[src/hdl/csd_consts.svh]
// Offsets, field positions and timing counts of the compare/adjust unit
`ifndef CSD_CONSTS_SVH
`define CSD_CONSTS_SVH
`define CSD_OFS_INSTR 8'h00
`define CSD_OFS_ACC 8'h04
`define CSD_OFS_FILE 8'h08
`define CSD_OFS_BANK 8'h0c
`define CSD_OFS_FLAGS 8'h10
`define CSD_OFS_INDEX 8'h14
`define CSD_OFS_STATUS 8'h18
`define CSD_OFS_EADDR 8'h1c
`define CSD_FLG_CARRY 0
`define CSD_FLG_HALF 1
`define CSD_FLG_EXT 2
`define CSD_FLG_TWOWORD 3
`define CSD_OPC_GT 7'h32
`define CSD_OPC_LT 7'h30
`define CSD_OPC_ADJ 16'h0007
`define CSD_INDEX_MAX 8'h5f
`define CSD_ACCESS_HI 4'hf
`define CSD_NIB_MAX 4'h9
`define CSD_BCD_FIX 4'h6
`define CSD_Q_LAST 2'h3
`define CSD_RESP_OK 2'h0
`define CSD_RESP_ERR 2'h2
`endif

[src/hdl/csd_pkg.sv]
// Types shared by the compare/adjust unit and its bus
package csd_pkg;
  typedef struct packed {
    logic awvalid;
    logic [7:0] awaddr;
    logic wvalid;
    logic [31:0] wdata;
    logic [3:0] wstrb;
    logic bready;
    logic arvalid;
    logic [7:0] araddr;
    logic rready;
  } csd_axi_req_t;
  typedef struct packed {
    logic awready;
    logic wready;
    logic bvalid;
    logic [1:0] bresp;
    logic arready;
    logic rvalid;
    logic [31:0] rdata;
    logic [1:0] rresp;
  } csd_axi_rsp_t;
  typedef enum logic [1:0] {
    CSD_IDLE = 2'b00,
    CSD_PEND = 2'b01,
    CSD_EXEC = 2'b10,
    CSD_SKIP = 2'b11
  } csd_state_t;
  typedef enum logic [1:0] {
    CSD_OP_NONE = 2'b00,
    CSD_OP_GT = 2'b01,
    CSD_OP_LT = 2'b10,
    CSD_OP_ADJ = 2'b11
  } csd_op_t;
endpackage : csd_pkg

[src/hdl/csd_exec.sv]
// Compare-skip and decimal-adjust execution unit with AXI4-Lite registers
`timescale 1ns/1ps
`include "csd_consts.svh"
// Function
// - Greater-than compare subtracts W from the byte, skips if f>W.
// - Less-than compare decodes from upper bits 0110 000a plus address.
// - Less-than compare skips only when the byte is strictly below W.
// - Compares change no flag and write no result anywhere.
// - A taken skip discards the next word and runs one no-op cycle.
// - Skipping a two-word instruction costs two no-op cycles.
// - A compare is one word, one cycle, two when it skips, three when it skips a two-word one.
// - Compare decodes Q1, reads Q2, processes Q3, no write in Q4.
// - Operand select 0 picks the access bank, 1 uses the bank select.
// - With select 0, extended set on and f<=95, greater-than compare uses indexed offset.
// - Decimal adjust adds 6 to low nibble if above 9 or half carry.
// - Decimal adjust has no operand, is one word and one cycle.
module csd_exec import csd_pkg::*; (
  // Clock and reset
  input wire logic sys_clk,
  input wire logic rst,
  // Register bus
  input wire csd_axi_req_t axiReq,
  output csd_axi_rsp_t axiRsp
);
  typedef struct packed {
    csd_axi_rsp_t bus;
    csd_state_t st;
    logic [1:0] q;
    logic [15:0] instr;
    csd_op_t op;
    logic [7:0] acc;
    logic [7:0] fileData;
    logic [3:0] bank;
    logic carry;
    logic halfCarry;
    logic extEn;
    logic twoWord;
    logic [11:0] indexBase;
    logic [7:0] opnd;
    logic [7:0] result;
    logic resCarry;
    logic skip;
    logic [1:0] skipLeft;
    logic [1:0] cycles;
    logic [11:0] eaddr;
  } csd_regs_t;

  csd_regs_t r;
  csd_regs_t next_r;
  logic wrHit;
  logic rdHit;
  logic [31:0] wrWord;
  logic [8:0] adjLow;
  logic [8:0] adjFull;
  logic hiFix;

  function automatic logic [31:0] mergeBytes(input logic [31:0] old,
      input logic [31:0] val, input logic [3:0] strb);
    logic [31:0] res;
    res = old;
    for (int i = 0; i < 4; i++) begin
      if (strb[i]) begin
        res[i*8 +: 8] = val[i*8 +: 8];
      end
    end
    return res;
  endfunction : mergeBytes

  // ----------------------------------------------------------------------
  // Decimal adjust arithmetic
  // ----------------------------------------------------------------------
  always_comb begin
    adjLow = {1'b0, r.opnd};
    if (r.opnd[3:0] > `CSD_NIB_MAX || r.halfCarry) begin
      adjLow = {1'b0, r.opnd} + {5'h00, `CSD_BCD_FIX};
    end
    hiFix = adjLow[7:4] > `CSD_NIB_MAX || r.carry || adjLow[8];
    adjFull = hiFix ? adjLow + {1'b0, `CSD_BCD_FIX, 4'h0} : adjLow;
  end

  // ----------------------------------------------------------------------
  // Bus handshakes and register file
  // ----------------------------------------------------------------------
  assign wrHit = r.bus.awready && axiReq.awvalid && axiReq.wvalid;
  assign rdHit = r.bus.arready && axiReq.arvalid;

  always_comb begin
    next_r = r;
    wrWord = 32'h0000_0000;
    next_r.bus.awready = axiReq.awvalid && axiReq.wvalid &&
      !r.bus.awready && !r.bus.bvalid;
    next_r.bus.wready = next_r.bus.awready;
    next_r.bus.arready = axiReq.arvalid && !r.bus.arready &&
      !r.bus.rvalid;
    if (r.bus.bvalid && axiReq.bready) begin
      next_r.bus.bvalid = 1'b0;
    end
    if (r.bus.rvalid && axiReq.rready) begin
      next_r.bus.rvalid = 1'b0;
    end
    if (wrHit) begin
      next_r.bus.bvalid = 1'b1;
      next_r.bus.bresp = `CSD_RESP_OK;
      unique case (axiReq.awaddr)
        `CSD_OFS_INSTR: begin
          wrWord = mergeBytes({16'h0000, r.instr}, axiReq.wdata,
            axiReq.wstrb);
          if (r.st == CSD_IDLE) begin
            next_r.instr = wrWord[15:0];
            next_r.st = CSD_PEND;
            next_r.skip = 1'b0;
            next_r.cycles = 2'h0;
          end
        end
        `CSD_OFS_ACC: begin
          wrWord = mergeBytes({24'h0, r.acc}, axiReq.wdata, axiReq.wstrb);
          if (r.st == CSD_IDLE) begin
            next_r.acc = wrWord[7:0];
          end
        end
        `CSD_OFS_FILE: begin
          wrWord = mergeBytes({24'h0, r.fileData}, axiReq.wdata,
            axiReq.wstrb);
          if (r.st == CSD_IDLE) begin
            next_r.fileData = wrWord[7:0];
          end
        end
        `CSD_OFS_BANK: begin
          wrWord = mergeBytes({28'h0, r.bank}, axiReq.wdata, axiReq.wstrb);
          if (r.st == CSD_IDLE) begin
            next_r.bank = wrWord[3:0];
          end
        end
        `CSD_OFS_FLAGS: begin
          wrWord = mergeBytes({28'h0, r.twoWord, r.extEn, r.halfCarry,
            r.carry}, axiReq.wdata, axiReq.wstrb);
          if (r.st == CSD_IDLE) begin
            next_r.carry = wrWord[`CSD_FLG_CARRY];
            next_r.halfCarry = wrWord[`CSD_FLG_HALF];
            next_r.extEn = wrWord[`CSD_FLG_EXT];
            next_r.twoWord = wrWord[`CSD_FLG_TWOWORD];
          end
        end
        `CSD_OFS_INDEX: begin
          wrWord = mergeBytes({20'h0, r.indexBase}, axiReq.wdata,
            axiReq.wstrb);
          if (r.st == CSD_IDLE) begin
            next_r.indexBase = wrWord[11:0];
          end
        end
        `CSD_OFS_STATUS, `CSD_OFS_EADDR: begin
          wrWord = 32'h0000_0000;
        end
        default: begin
          next_r.bus.bresp = `CSD_RESP_ERR;
        end
      endcase
    end
    if (rdHit) begin
      next_r.bus.rvalid = 1'b1;
      next_r.bus.rresp = `CSD_RESP_OK;
      unique case (axiReq.araddr)
        `CSD_OFS_INSTR: next_r.bus.rdata = {16'h0000, r.instr};
        `CSD_OFS_ACC: next_r.bus.rdata = {24'h0, r.acc};
        `CSD_OFS_FILE: next_r.bus.rdata = {24'h0, r.fileData};
        `CSD_OFS_BANK: next_r.bus.rdata = {28'h0, r.bank};
        `CSD_OFS_FLAGS: next_r.bus.rdata = {28'h0, r.twoWord, r.extEn,
          r.halfCarry, r.carry};
        `CSD_OFS_INDEX: next_r.bus.rdata = {20'h0, r.indexBase};
        `CSD_OFS_STATUS: next_r.bus.rdata = {26'h0, r.q, r.cycles,
          r.skip, r.st != CSD_IDLE};
        `CSD_OFS_EADDR: next_r.bus.rdata = {20'h0, r.eaddr};
        default: begin
          next_r.bus.rdata = 32'h0000_0000;
          next_r.bus.rresp = `CSD_RESP_ERR;
        end
      endcase
    end

    // --------------------------------------------------------------------
    // Four-phase sequencer
    // --------------------------------------------------------------------
    next_r.q = r.q + 2'h1;
    unique case (r.st)
      CSD_IDLE: begin
      end
      CSD_PEND: begin
        if (r.q == `CSD_Q_LAST) begin
          next_r.st = CSD_EXEC;
        end
      end
      CSD_EXEC: begin
        unique case (r.q)
          2'h0: begin
            if (r.instr[15:9] == `CSD_OPC_LT) begin
              next_r.op = CSD_OP_LT;
            end else if (r.instr[15:9] == `CSD_OPC_GT) begin
              next_r.op = CSD_OP_GT;
            end else if (r.instr == `CSD_OPC_ADJ) begin
              next_r.op = CSD_OP_ADJ;
            end else begin
              next_r.op = CSD_OP_NONE;
            end
            if (r.instr[8]) begin
              next_r.eaddr = {r.bank, r.instr[7:0]};
            end else if (r.extEn && r.instr[15:9] == `CSD_OPC_GT &&
                r.instr[7:0] <= `CSD_INDEX_MAX) begin
              next_r.eaddr = r.indexBase + {4'h0, r.instr[7:0]};
            end else if (r.instr[7:0] <= `CSD_INDEX_MAX) begin
              next_r.eaddr = {4'h0, r.instr[7:0]};
            end else begin
              next_r.eaddr = {`CSD_ACCESS_HI, r.instr[7:0]};
            end
          end
          2'h1: begin
            next_r.opnd = (r.op == CSD_OP_ADJ) ? r.acc : r.fileData;
          end
          2'h2: begin
            next_r.skip = (r.op == CSD_OP_GT && r.opnd > r.acc) ||
              (r.op == CSD_OP_LT && r.opnd < r.acc);
            next_r.result = adjFull[7:0];
            next_r.resCarry = hiFix || adjFull[8];
          end
          2'h3: begin
            if (r.op == CSD_OP_ADJ) begin
              next_r.acc = r.result;
              next_r.carry = r.resCarry;
            end
            next_r.cycles = 2'h1;
            if (r.skip) begin
              next_r.st = CSD_SKIP;
              next_r.skipLeft = r.twoWord ? 2'h2 : 2'h1;
            end else begin
              next_r.st = CSD_IDLE;
            end
          end
        endcase
      end
      CSD_SKIP: begin
        if (r.q == `CSD_Q_LAST) begin
          next_r.cycles = r.cycles + 2'h1;
          next_r.skipLeft = r.skipLeft - 2'h1;
          if (r.skipLeft == 2'h1) begin
            next_r.st = CSD_IDLE;
          end
        end
      end
    endcase
  end

  always_ff @(posedge sys_clk) begin
    if (rst) begin
      r <= '0;
    end else begin
      r <= next_r;
    end
  end

  assign axiRsp = r.bus;
endmodule : csd_exec

[config.mk]
export PLATFORM = sky130hd
export DESIGN_NAME = csd_exec
export DESIGN_NICKNAME = d
export VERILOG_FILES = /design/src/hdl/csd_pkg.sv /design/src/hdl/csd_exec.sv
export VERILOG_INCLUDE_DIRS = /design/src /design/src/hdl
export SDC_FILE = /design/constraint.sdc
export NUM_CORES = 1
export LEC_CHECK = 0
export ABC_AREA = 1
export BUFFER_PORTS_ARGS = -buffer_cell sky130_fd_sc_hd__buf_2
export CAP_MARGIN = 20
export CORE_MARGIN = 2
export CORE_UTILIZATION = 50
export CTS_CLUSTER_SIZE = 14
export DETAILED_ROUTE_END_ITERATION = 16
export GPL_TIMING_DRIVEN = 0
export HOLD_SLACK_MARGIN = 0.1
export PLACE_DENSITY = 0.72
export SLEW_MARGIN = 20
export SYNTH_ARGS = -nofsm -noshare
export SYNTH_HDL_FRONTEND = slang
export SYNTH_SLANG_ARGS = --single-unit
[constraint.sdc]
create_clock -name sys_clk -period 4 [get_ports sys_clk]
set_input_delay 0 -clock sys_clk [delete_from_list [all_inputs] [get_ports sys_clk]]
set_output_delay 0 -clock sys_clk [all_outputs]
set_load 0.02 [all_outputs]
==> results.py, run 1 <==
metrics = {
    "routing": {
        "route.detailed.drc": 0,
        "detail_routed_via_count_per_cell": 5.31,
        "ant_nets": 0,
        "wire_per_inst_um": 15.8,
        "drt_pass1_iterations": 5,
        "detailedRoute.firstIterationViolations": 496,
        "finalWirelength_um": 20200,
        "count_of_vias_placed_by_the_detailed_router": 6755,
    },
    "clocking": {
        "clkLatencyLatePin_ns": 0.42,
        "clock_path_buffers": 2,
        "cts_htree_levels": 4,
        "clkSlewWorstSetupHoldPaths_ns": 0.06,
        "tritoncts_num_sinks": 114,
        "tritoncts.num_buffers": 17,
        "post-cts-setup-buffer-count": 0,
        "cts-root-buf": "clkbuf_16",
        "tritoncts": "built",
    },
    "timing": {
        "finalClockSkew_ns": 0.00966,
        "hold_violations": 0,
        "fmax_mhz": 494,
        "final_min_period_over_clock_period": 0.506,
        "final_period_minus_worst_setup_slack_ns": 2.03,
        "worst_slew_margin_rel": 0.476,
        "setup-tns-final_ns": 0,
        "finalMaxSlewViolations": 0,
        "tightest_slew_ns": 0.786,
        "timing.final.setup_violations": 0,
        "rsz_0062_raised_after_global_routing": "no",
    },
    "grt": {
        "antenna_found_initial": 0,
        "grt_first_pass_wirelength_um": 32200,
        "grt_pass1_vias": 6407,
        "gr-total-overflow": 0,
        "gr-usage-all-layers": 0.289,
        "grt_max_degree": 17,
    },
    "layout": {
        "final_area_um2": 8170,
        "synth_to_final_area_change_pct": 21.4,
        "final_cells": 1273,
        "share_of_layout_cells_above_drive_strength_1": 0.182,
        "fillerInstances": 1224,
        "antennaDiodeCount": 0,
        "post_layout_net_count": 1166,
    },
    "worst_setup_path": {
        "critical_path.n_buffers_inverters": 0,
        "worst_flop_to_flop_path_startpoint": "r[77]",
        "cp_top_family": "compound AO/OA/AOI/OAI gates",
        "reg2regPathDepth": 9,
        "crit_top_cell": "a21oi_1",
        "timing.critical_path.cells": "ha_1 > a21oi_1 > nor2_1 > nor2_1 > nand2_1 > nand2_1 > a21oi_1 > o21ai_0 > a21oi_1",
        "category_of_the_worst_setup_path_capture_point": "flop",
        "reg2reg_to": "r[8]",
        "worst_ep_required_time_ns": 4.27,
        "cp_max_fo": 6,
        "criticalPathCategory": "flop to flop",
        "cell_with_the_largest_stage_delay_on_the_worst_path": "dfxtp_1",
        "start_kind": "flop",
        "timing.critical_path.slowest_cell_delay_ns": 0.51,
        "rrSetupSlack_ns": 1.97,
        "worst_ep_arrival_time_ns": 2.30,
    },
    "place": {
        "detailedPlacementHpwl_um": 15100,
        "place.detailed.instances": 1216,
        "place_congestion": 0.943,
        "detailed_place.area_um2": 7320,
        "port_buffers": 62,
    },
    "logic_synthesis": {
        "synth.yosys.warnings": 0,
        "postSynthAreaPerCell_um2": 7.00,
        "synthesis.instances": 961,
        "post_synth_num_cell_types": 51,
        "synth_top_cell_area_share": 0.339,
        "synthFlopType": "dfxtp_1",
        "synth_edf_count": 0,
        "synthTopCellsByArea": "dfxtp_1 (34%), nand2_1 (12%), inv_1 (6.4%), a21oi_1 (5.2%), buf_4 (5.0%)",
        "synthTopCellsByCount": "nand2_1 (209), inv_1 (115), dfxtp_1 (114)",
        "seq_area_frac_synth": 0.339,
        "synth.largest_area_cell": "dfxtp_1",
        "netlist_area_um2": 6730,
        "synth_async_sr_flop_share": 0,
        "postSynthRegisterBits": 114,
        "synthMostInstantiatedCell": "nand2_1",
    },
    "power_and_ir_drop": {
        "ir_drop_mv": 0.321,
        "pwr-share-seq": 0.400,
        "switching_power_mw": 0.680,
        "static-leakage-power_nw": 3.85,
        "clockPowerShare": 0.539,
        "power_density_nw_per_um2": 351,
        "pwr-share-comb": 0.060,
        "finalPower_mw": 2.87,
        "netSwitchingFraction": 0.237,
        "power.internal_mw": 2.19,
    },
    "hold_path": {
        "timing.hold.worst_endpoint": "axiRsp[37]",
        "hold_path_class": "input port to flop",
        "hold_path_depth": 5,
        "hold_path_startpoint": "axiReq[48]",
    },
    "status": {
        "status": "finished, final reports clean",
    },
    "die": {
        "die-area_um2": 14400,
        "floorplan.die.width_um": 120,
        "core-area_um2": 13200,
        "chipHeight_um": 120,
        "initial_core_util": 0.510,
        "boundary_pin_count": 100,
        "number_of_placement_rows": 42,
    },
    "run": {
        "cap_violations": 0,
    },
}
## final cells by class
type	count	area [um^2]	share of cell area
multi-input cells	664	3550	0.434
well taps	176	220	0.0270
flip-flops and latches	114	2280	0.279
plain buffers	74	490	0.0600
clock buffers	19	433	0.0530
inverters	126	473	0.0579
clock inverters	13	161	0.0198
repair buffers	87	561	0.0686
## power groups by stage
stage / Sequential (mW) / Clock (mW) / Combinational [mW]
after floorplan: 1.17 / 0 / 0.0958
after global placement: 1.17 / 0 / 0.150
after detailed placement: 1.17 / 0 / 0.151
after CTS: 1.15 / 1.55 / 0.170
after global routing: 1.15 / 1.61 / 0.187
final: 1.15 / 1.54 / 0.173
## what timing repair did
action | CTS | global route
hold buffers | 25 | 0
endpoints found under the hold margin | 54 | 0
resized for setup | 0 | 0
## stage by stage
| stage | hold WS, ns | util | setup slack (ns) |
|---|---|---|---|
| 2_1_floorplan | 0.119 | - | 2.30 |
| 3_3_place_gp | 0.238 | 0.555 | 2.04 |
| 3_5_place_dp | 0.240 | 0.555 | 2.03 |
| 4_1_cts | 0.105 | 0.619 | 2.02 |
| 5_1_grt | 0.123 | 0.619 | 1.74 |
| 6_report | 0.112 | 0.619 | 1.97 |
## flip-flops by register name, summed over array words and instances (netlist names)
name,flops
r,92
axiRsp,22
## layer usage
| layer | share of wire | vias to the layer above | track usage |
|---|---|---|---|
| met2 | 0.48 | 225 | 0.476 |
| met1 | 0.43 | 3099 | 0.360 |
| met5 | 0 | - | 0 |
| met3 | 0.064 | 46 | 0.0713 |
| met4 | 0.032 | 0 | 0.120 |
| li1 | - | 3385 | - |
## layout by cell type (no fill, tap or decap), types with 3 or more instances in the layout
master	n
a31oi_1	4
nand3b_1	4
o211ai_1	21
bufinv_16	3
buf_6	4
clkinvlp_4	4
nand4_1	11
clkinv_2	3
a211oi_1	20
dlygate4sd3_1	25
clkbuf_1	15
nor2_2	4
nand2_1	209
o21ai_1	6
nor2_4	4
a21oi_2	3
o221ai_1	6
clkbuf_16	17
nor3_1	9
a21oi_1	70
nor3_2	7
nor2_1	82
o21ai_0	65
nand2_2	6
inv_1	115
nor3_4	4
buf_4	45
nand3_1	55
ha_1	22
dfxtp_1	114
conb_1	18
o21ai_2	3
nor4_1	3
inv_2	9
buf_2	73
o21bai_1	6
## worst register-to-register path: stages (launching register included)
cell and delay [ns]:
dfxtp_1 0.51, ha_1 0.36, a21oi_1 0.33, nor2_1 0.07, nor2_1 0.14, nand2_1 0.09
nand2_1 0.06, a21oi_1 0.05, o21ai_0 0.18, a21oi_1 0.09
## logic make-up (layout without fill, tap and decap cells)
| logic type | Yosys count | count (layout) | synth area share |
|---|---|---|---|
| AND/OR/NAND/NOR | 404 | 404 | 0.276 |
| other | 1 | 18 | 0.000557 |
| flip-flops | 114 | 114 | 0.339 |
| buffers and inverters | 200 | 319 | 0.143 |
| XOR/XNOR | 3 | 3 | 0.00391 |
| AO/OA/AOI/OAI | 216 | 216 | 0.194 |
| adder cells (fa/ha/maj) | 23 | 23 | 0.0439 |
## worst max path at each step
stage | from | slack, ns | endpoint | cells after the start
floorplan | r[34] | 2.30 | r[8] | 10
global placement | r[34] | 2.04 | r[8] | 10
detailed placement | r[34] | 2.03 | r[8] | 10
CTS | r[34] | 2.02 | r[8] | 10
global route | r[77] | 1.74 | r[8] | 9
finish | r[77] | 1.97 | r[8] | 9
No activity file was read; power rests on OpenSTA's default activity.
==> run 2: changes to the inputs <==
- ABC_AREA: 1 -> 0
- PLACE_DENSITY: 0.72 -> 0.73
- clock period: 4 -> 2 ns (I/O delays scaled with it)
==> run 2 against run 1 <==
The flow now finishes with violations (setup timing). First-iteration DRC count up 4.4%. Synthesized area down 4.0%. Count of clock-buffer cells in the layout up 6. Via count down 8.0%. Clock power up 68%. Power up 82%. Combinational power up 97%. Maximum frequency down 1.8%. Sequential share of layout area up 0.14 points. Global-route usage down 1.5 points. Die area down 3.9%. Sequential cell count unchanged. Largest cell class unchanged.
==> results.py, run 2 <==
metrics = {
    "grt": {
        "gr-total-overflow": 0,
        "grt_max_degree": 17,
        "gr-usage-all-layers": 0.274,
        "grt_pass1_vias": 5851,
        "antenna_found_initial": 0,
        "grt_first_pass_wirelength_um": 30100,
    },
    "logic_synthesis": {
        "synthMostInstantiatedCell": "dfxtp_1",
        "synth_edf_count": 0,
        "synth.largest_area_cell": "dfxtp_1",
        "synth_async_sr_flop_share": 0,
        "yosys.area_share.adder": 0.0457,
        "basic_gate_share_of_the_synthesized_area_counting_and_or_nand_and_nor_cells": 0.205,
        "synthTopCellsByCount": "dfxtp_1 (114), nor2_1 (101), mux2i_1 (68)",
        "dominant_combinational_cell_family_by_area_after_synthesis": "simple AND/OR/NAND/NOR gates",
        "seq_area_frac_synth": 0.353,
        "post_synth_num_cell_types": 69,
        "synthesis.instances": 747,
        "synth-compound-area-share": 0.164,
        "synth.yosys.warnings": 0,
        "netlist_area_um2": 6460,
        "postSynthRegisterBits": 114,
        "synth_top_cell_area_share": 0.353,
        "synthTopCellsByArea": "dfxtp_1 (35%), mux2i_1 (11%), nor2_1 (5.9%), buf_4 (4.8%), ha_1 (4.3%)",
        "synth.area.mux_share": 0.133,
        "synthFlopType": "dfxtp_1",
        "postSynthAreaPerCell_um2": 8.65,
        "xor_xnor_portion_of_the_synthesized_cell_area": 0.0122,
    },
    "power_and_ir_drop": {
        "finalPower_mw": 5.21,
        "ir_drop_mv": 0.687,
        "static-leakage-power_nw": 3.42,
        "power_density_nw_per_um2": 635,
    },
    "layout": {
        "layout_commonest_cell": "dfxtp_1",
        "regMostFlops": "r",
        "share_of_layout_cells_above_drive_strength_1": 0.231,
        "regArea_um2": 2300,
        "final_cell_mix": "dfxtp_1 (103), nor2_1 (99), mux2i_1 (67), buf_2 (63), nand2_1 (58)",
        "final_cells": 1062,
        "fillerInstances": 1064,
        "antennaDiodeCount": 0,
        "synth_to_final_area_change_pct": 27.0,
        "largest_register_ffs": 92,
        "total_area_of_multi_input_combinational_cells_um2": 3900,
        "post_layout_net_count": 965,
    },
    "routing": {
        "ant_nets": 0,
        "route.detailed.drc": 0,
        "wire_per_inst_um": 18.2,
        "drt_pass1_iterations": 5,
        "finalWirelength_um": 19300,
        "detailedRoute.firstIterationViolations": 518,
        "detail_routed_via_count_per_cell": 5.85,
        "count_of_vias_placed_by_the_detailed_router": 6212,
    },
    "clocking": {
        "tritoncts_num_sinks": 114,
        "clkLatencyLatePin_ns": 0.42,
        "clkSlewWorstSetupHoldPaths_ns": 0.05,
        "tritoncts": "built",
        "clock_path_buffers": 2,
        "tritoncts.num_buffers": 17,
        "cts-root-buf": "clkbuf_16",
        "cts_htree_levels": 4,
    },
    "place": {
        "place_congestion": 0.936,
        "place.detailed.instances": 998,
        "detailedPlacementHpwl_um": 13900,
        "port_buffers": 62,
    },
    "timing": {
        "tightest_slew_ns": 0.827,
        "finalMaxSlewViolations": 0,
        "timing.final.setup_violations": 6,
        "final_period_minus_worst_setup_slack_ns": 2.06,
        "hold_violations": 0,
        "rsz_0062_raised_after_global_routing": "yes",
        "fmax_mhz": 485,
        "finalClockSkew_ns": 0.00838,
        "final_min_period_over_clock_period": 1.03,
        "timing.final.ws_setup_ns": -0.0624,
        "worst_slew_margin_rel": 0.449,
    },
    "die": {
        "core-area_um2": 12600,
        "chipHeight_um": 118,
        "die-area_um2": 13800,
        "number_of_placement_rows": 41,
        "boundary_pin_count": 100,
        "initial_core_util": 0.512,
        "floorplan.die.width_um": 118,
    },
    "worst_setup_path": {
        "criticalPathCategory": "flop to flop",
        "start_kind": "flop",
        "cp_max_fo": 7,
        "worst_ep_required_time_ns": 2.32,
        "category_of_the_worst_setup_path_capture_point": "flop",
        "rrSetupSlack_ns": -0.06,
        "worst_ep_arrival_time_ns": 2.38,
    },
    "status": {
        "failed_checks": "setup timing",
        "status": "finished with violations",
    },
    "run": {
        "cap_violations": 0,
    },
    "hold_path": {
        "hold_path_class": "input port to flop",
    },
}
run 2: final timing paths:
path                                  from  cells after the start    endpoint
worst min register to register  axiRsp[34]                      1  axiRsp[35]
worst max-delay path                 r[79]                      6        r[3]
worst max register to register       r[79]                      6        r[3]
worst min-delay path            axiReq[11]                      5       r[48]
run 2: area by class of cell:
class | count | area share
repair buffers | 105 | 0.0888
well taps | 172 | 0.0262
inverters | 22 | 0.0101
flip-flops and latches | 114 | 0.281
clock inverters | 1 | 0.000610
clock buffers | 25 | 0.0592
multi-input cells | 549 | 0.476
plain buffers | 74 | 0.0584
run 2: cell families (layout without fill, tap and decap cells):
family          Yosys count  after routing
mux                      78             78
simple gates            265            265
buf+inv                 101            227
xor+xnor                  9              9
flops                   114            114
compound gates          156            156
other cells               1             18
fa+ha+maj                23             23
run 2: repair_timing:
item	in CTS	in global routing
hold buffers	27	0
setup buffers	8	8
gates cloned	1	1
endpoints found under the setup margin	79	52
pin swaps	16	12
hold endpoints to repair	58	0
gates resized for setup	34	38
run 2: through the flow:
| stage | utilization | setup TNS, ns | area (um^2) | setup slack (ns) | hold WS (ns) |
|---|---|---|---|---|---|
| finish | 0.650 | -0.169 | 8200 | -0.0624 | 0.114 |
| global route | 0.650 | -0.656 | 8200 | -0.115 | 0.132 |
| CTS | 0.634 | -0.0946 | 8000 | -0.0579 | 0.108 |
| detailed placement | 0.559 | -13.22 | 7050 | -0.309 | 0.248 |
| global placement | 0.559 | -7.58 | 7050 | -0.229 | 0.236 |
| floorplan | - | 0 | 6520 | 0.00349 | 0.119 |
run 2: critical path, cell delays in order, from the launching register on:
cell	delay [ns]
dfxtp_1	0.40
a211o_1	0.35
or4_4	0.57
buf_6	0.15
buf_6	0.13
mux2i_1	0.12
a211oi_1	0.24
run 2: routing by layer:
metal  GRT usage  vias up  wire, um
met1       0.355     2973      8190
li1            -     2928         -
met3      0.0581       51      1480
met2       0.438      260      9120
met4       0.127        0       556
met5           0        -         0
run 2: power by group:
group / internal, mW / switching (mW) / total [mW]
Combinational: 0.136 / 0.204 / 0.341
Clock: 1.63 / 0.955 / 2.58
Sequential: 2.28 / 0.00811 / 2.29
==> run 3: changes to the inputs <==
- SKIP_CTS_REPAIR_TIMING: default -> 1
==> run 3 against run 2 <==
Largest cell class unchanged. Die area stayed put. Power hardly changed. Highest routed layer unchanged. Maximum frequency is 1.0% lower. Final area is 0.64% lower. The flow still finishes with violations (setup timing). Via count is 0.26% lower. Critical path depth is 1 higher. Critical path type unchanged. Wire length is 1.5% lower. Core utilization is 0.42 points lower. Cell count hardly changed. Register-to-register slack worse by 0.02 ns. First-iteration DRC count is 6.0% lower.
==> results.py, run 3 (synthesized netlist as in run 2, its figures left out) <==
metrics = {
    "status": {
        "status": "finished with violations",
        "failed_checks": "setup timing",
    },
    "run": {
        "cap_violations": 0,
    },
    "layout": {
        "layout_commonest_cell": "dfxtp_1",
        "post_layout_net_count": 966,
        "final_cell_mix": "dfxtp_1 (103), nor2_1 (99), mux2i_1 (68), buf_2 (64), nand2_1 (58)",
        "regMostFlops": "r",
        "antennaDiodeCount": 0,
        "final_core_utilization": 0.646,
        "synth_to_final_area_change_pct": 26.2,
        "largest_register_ffs": 92,
        "share_of_layout_cells_above_drive_strength_1": 0.227,
    },
    "routing": {
        "finalWirelength_um": 19100,
        "routed_metal_1_wirelength_um": 8160,
        "met2RoutedLength_um": 8850,
        "detailedRoute.firstIterationViolations": 487,
        "routed.top_layer": "met4",
        "count_of_vias_placed_by_the_detailed_router": 6196,
        "routed-wl-met3_um": 1470,
        "detail_routed_via_count_per_cell": 5.83,
        "ant_nets": 0,
        "wire_per_inst_um": 17.9,
        "drt_pass1_iterations": 5,
        "route.detailed.drc": 0,
    },
    "place": {
        "place_congestion": 0.936,
        "detailedPlacementHpwl_um": 13900,
        "port_buffers": 62,
        "pre_cts_setup_slack_ns": -0.309,
    },
    "worst_setup_path": {
        "rrSetupSlack_ns": -0.08,
        "criticalPathCategory": "flop to flop",
        "start_kind": "flop",
        "category_of_the_worst_setup_path_capture_point": "flop",
        "reg2reg_to": "r[8]",
        "cp_max_fo": 5,
        "reg2regPathDepth": 7,
        "worst_ep_arrival_time_ns": 2.39,
        "worst_ep_required_time_ns": 2.31,
        "worst_flop_to_flop_path_startpoint": "r[72]",
    },
    "clocking": {
        "tritoncts.num_buffers": 17,
        "clkLatencyLatePin_ns": 0.42,
        "clock_path_buffers": 2,
        "cts_htree_levels": 4,
        "cts-root-buf": "clkbuf_16",
        "tritoncts_num_sinks": 114,
        "tritoncts": "built",
        "clkSlewWorstSetupHoldPaths_ns": 0.05,
    },
    "hold_path": {
        "hold_path_startpoint": "axiReq[52]",
        "timing.hold.worst_endpoint": "r[90]",
        "hold_path_depth": 3,
        "hold_path_class": "input port to flop",
    },
    "timing": {
        "timing.final.ws_setup_ns": -0.0833,
        "rsz_0062_raised_after_global_routing": "yes",
        "tightest_slew_ns": 0.860,
        "timing.final.setup_violations": 3,
        "finalMaxSlewViolations": 0,
        "final_period_minus_worst_setup_slack_ns": 2.08,
        "finalHoldWorstSlack_ns": 0.111,
        "finalClockSkew_ns": 0.00867,
        "fmax_mhz": 480,
        "hold_violations": 0,
        "final_min_period_over_clock_period": 1.04,
        "setup-tns-final_ns": -0.186,
        "worst_slew_margin_rel": 0.427,
    },
    "power_and_ir_drop": {
        "pwr-share-comb": 0.065,
        "power.internal_mw": 4.04,
        "switching_power_mw": 1.17,
        "power_density_nw_per_um2": 640,
        "ir_drop_mv": 0.685,
        "pwr-share-seq": 0.439,
        "static-leakage-power_nw": 3.43,
        "netSwitchingFraction": 0.225,
        "clockPowerShare": 0.496,
    },
    "grt": {
        "antenna_found_initial": 0,
        "grt_max_degree": 17,
        "gr-usage-all-layers": 0.265,
        "grt_first_pass_wirelength_um": 29000,
        "gr-total-overflow": 0,
        "grt_pass1_vias": 5679,
    },
    "die": {
        "initial_core_util": 0.512,
        "chipHeight_um": 118,
        "core-area_um2": 12600,
        "boundary_pin_count": 100,
        "number_of_placement_rows": 41,
        "floorplan.die.width_um": 118,
        "die-area_um2": 13800,
    },
}
==> run 3: cell types whose count changed in the layout (fill, tap and decap cells not counted), sizes merged <==
cell          previous run  this run
buf                    126       127
clkbuf                  51        52
dlymetal6s4s             1         0
==> run 3: worst max-delay path by stage <==
stage,startpoint,to,slack [ns],cells past startpoint
finish,r[72],r[8],-0.08,7
global route,r[72],r[8],-0.13,7
CTS,r[72],r[10],-0.33,7
detailed placement,r[91],r[39],-0.31,6
global placement,r[72],r[10],-0.23,7
floorplan,r[72],r[8],0.003,7
==> run 3: per-layer routing <==
layer  track usage  vias to the layer above
met3        0.0567                       46
li1              -                     2928
met4         0.123                        0
met5             0                        -
met2         0.417                      280
met1         0.347                     2942
==> run 3: worst max-delay path: stages (launching register included) <==
cell	delay, ns
dfxtp_4	0.36
ha_4	0.17
fa_2	0.43
a211oi_4	0.30
o21a_1	0.21
a21boi_1	0.10
mux2i_1	0.13
a221o_1	0.26
==> run 3: metrics by stage <==
| step | power, mW | instances | area [um^2] |
|---|---|---|---|
| after detailed placement | 2.63 | 998 | 7050 |
| final | 5.22 | 1063 | 8150 |
| after global routing | 5.36 | 1063 | 8150 |
| after global placement | 2.62 | 998 | 7050 |
| after CTS | 5.18 | 1024 | 7540 |
| after floorplan | 2.51 | 764 | 6520 |
==> run 3: power groups by stage <==
stage / combinational [mW] / sequential (mW) / clock, mW
after floorplan: 0.174 / 2.33 / 0
after global placement: 0.283 / 2.34 / 0
after detailed placement: 0.289 / 2.34 / 0
after CTS: 0.291 / 2.29 / 2.60
after global routing: 0.361 / 2.29 / 2.72
final: 0.337 / 2.29 / 2.59
==> run 3: cell type report <==
cell class / count / area (um^2)
Tap cell: 172 / 215
Inverter: 22 / 82.6
Clock buffer: 25 / 485
Clock inverter: 1 / 5.00
Multi-Input combinational cell: 549 / 3860
Timing Repair Buffer: 105 / 719
Sequential cell: 114 / 2300
Buffer: 75 / 478
Fill cell: 1061 / 4470
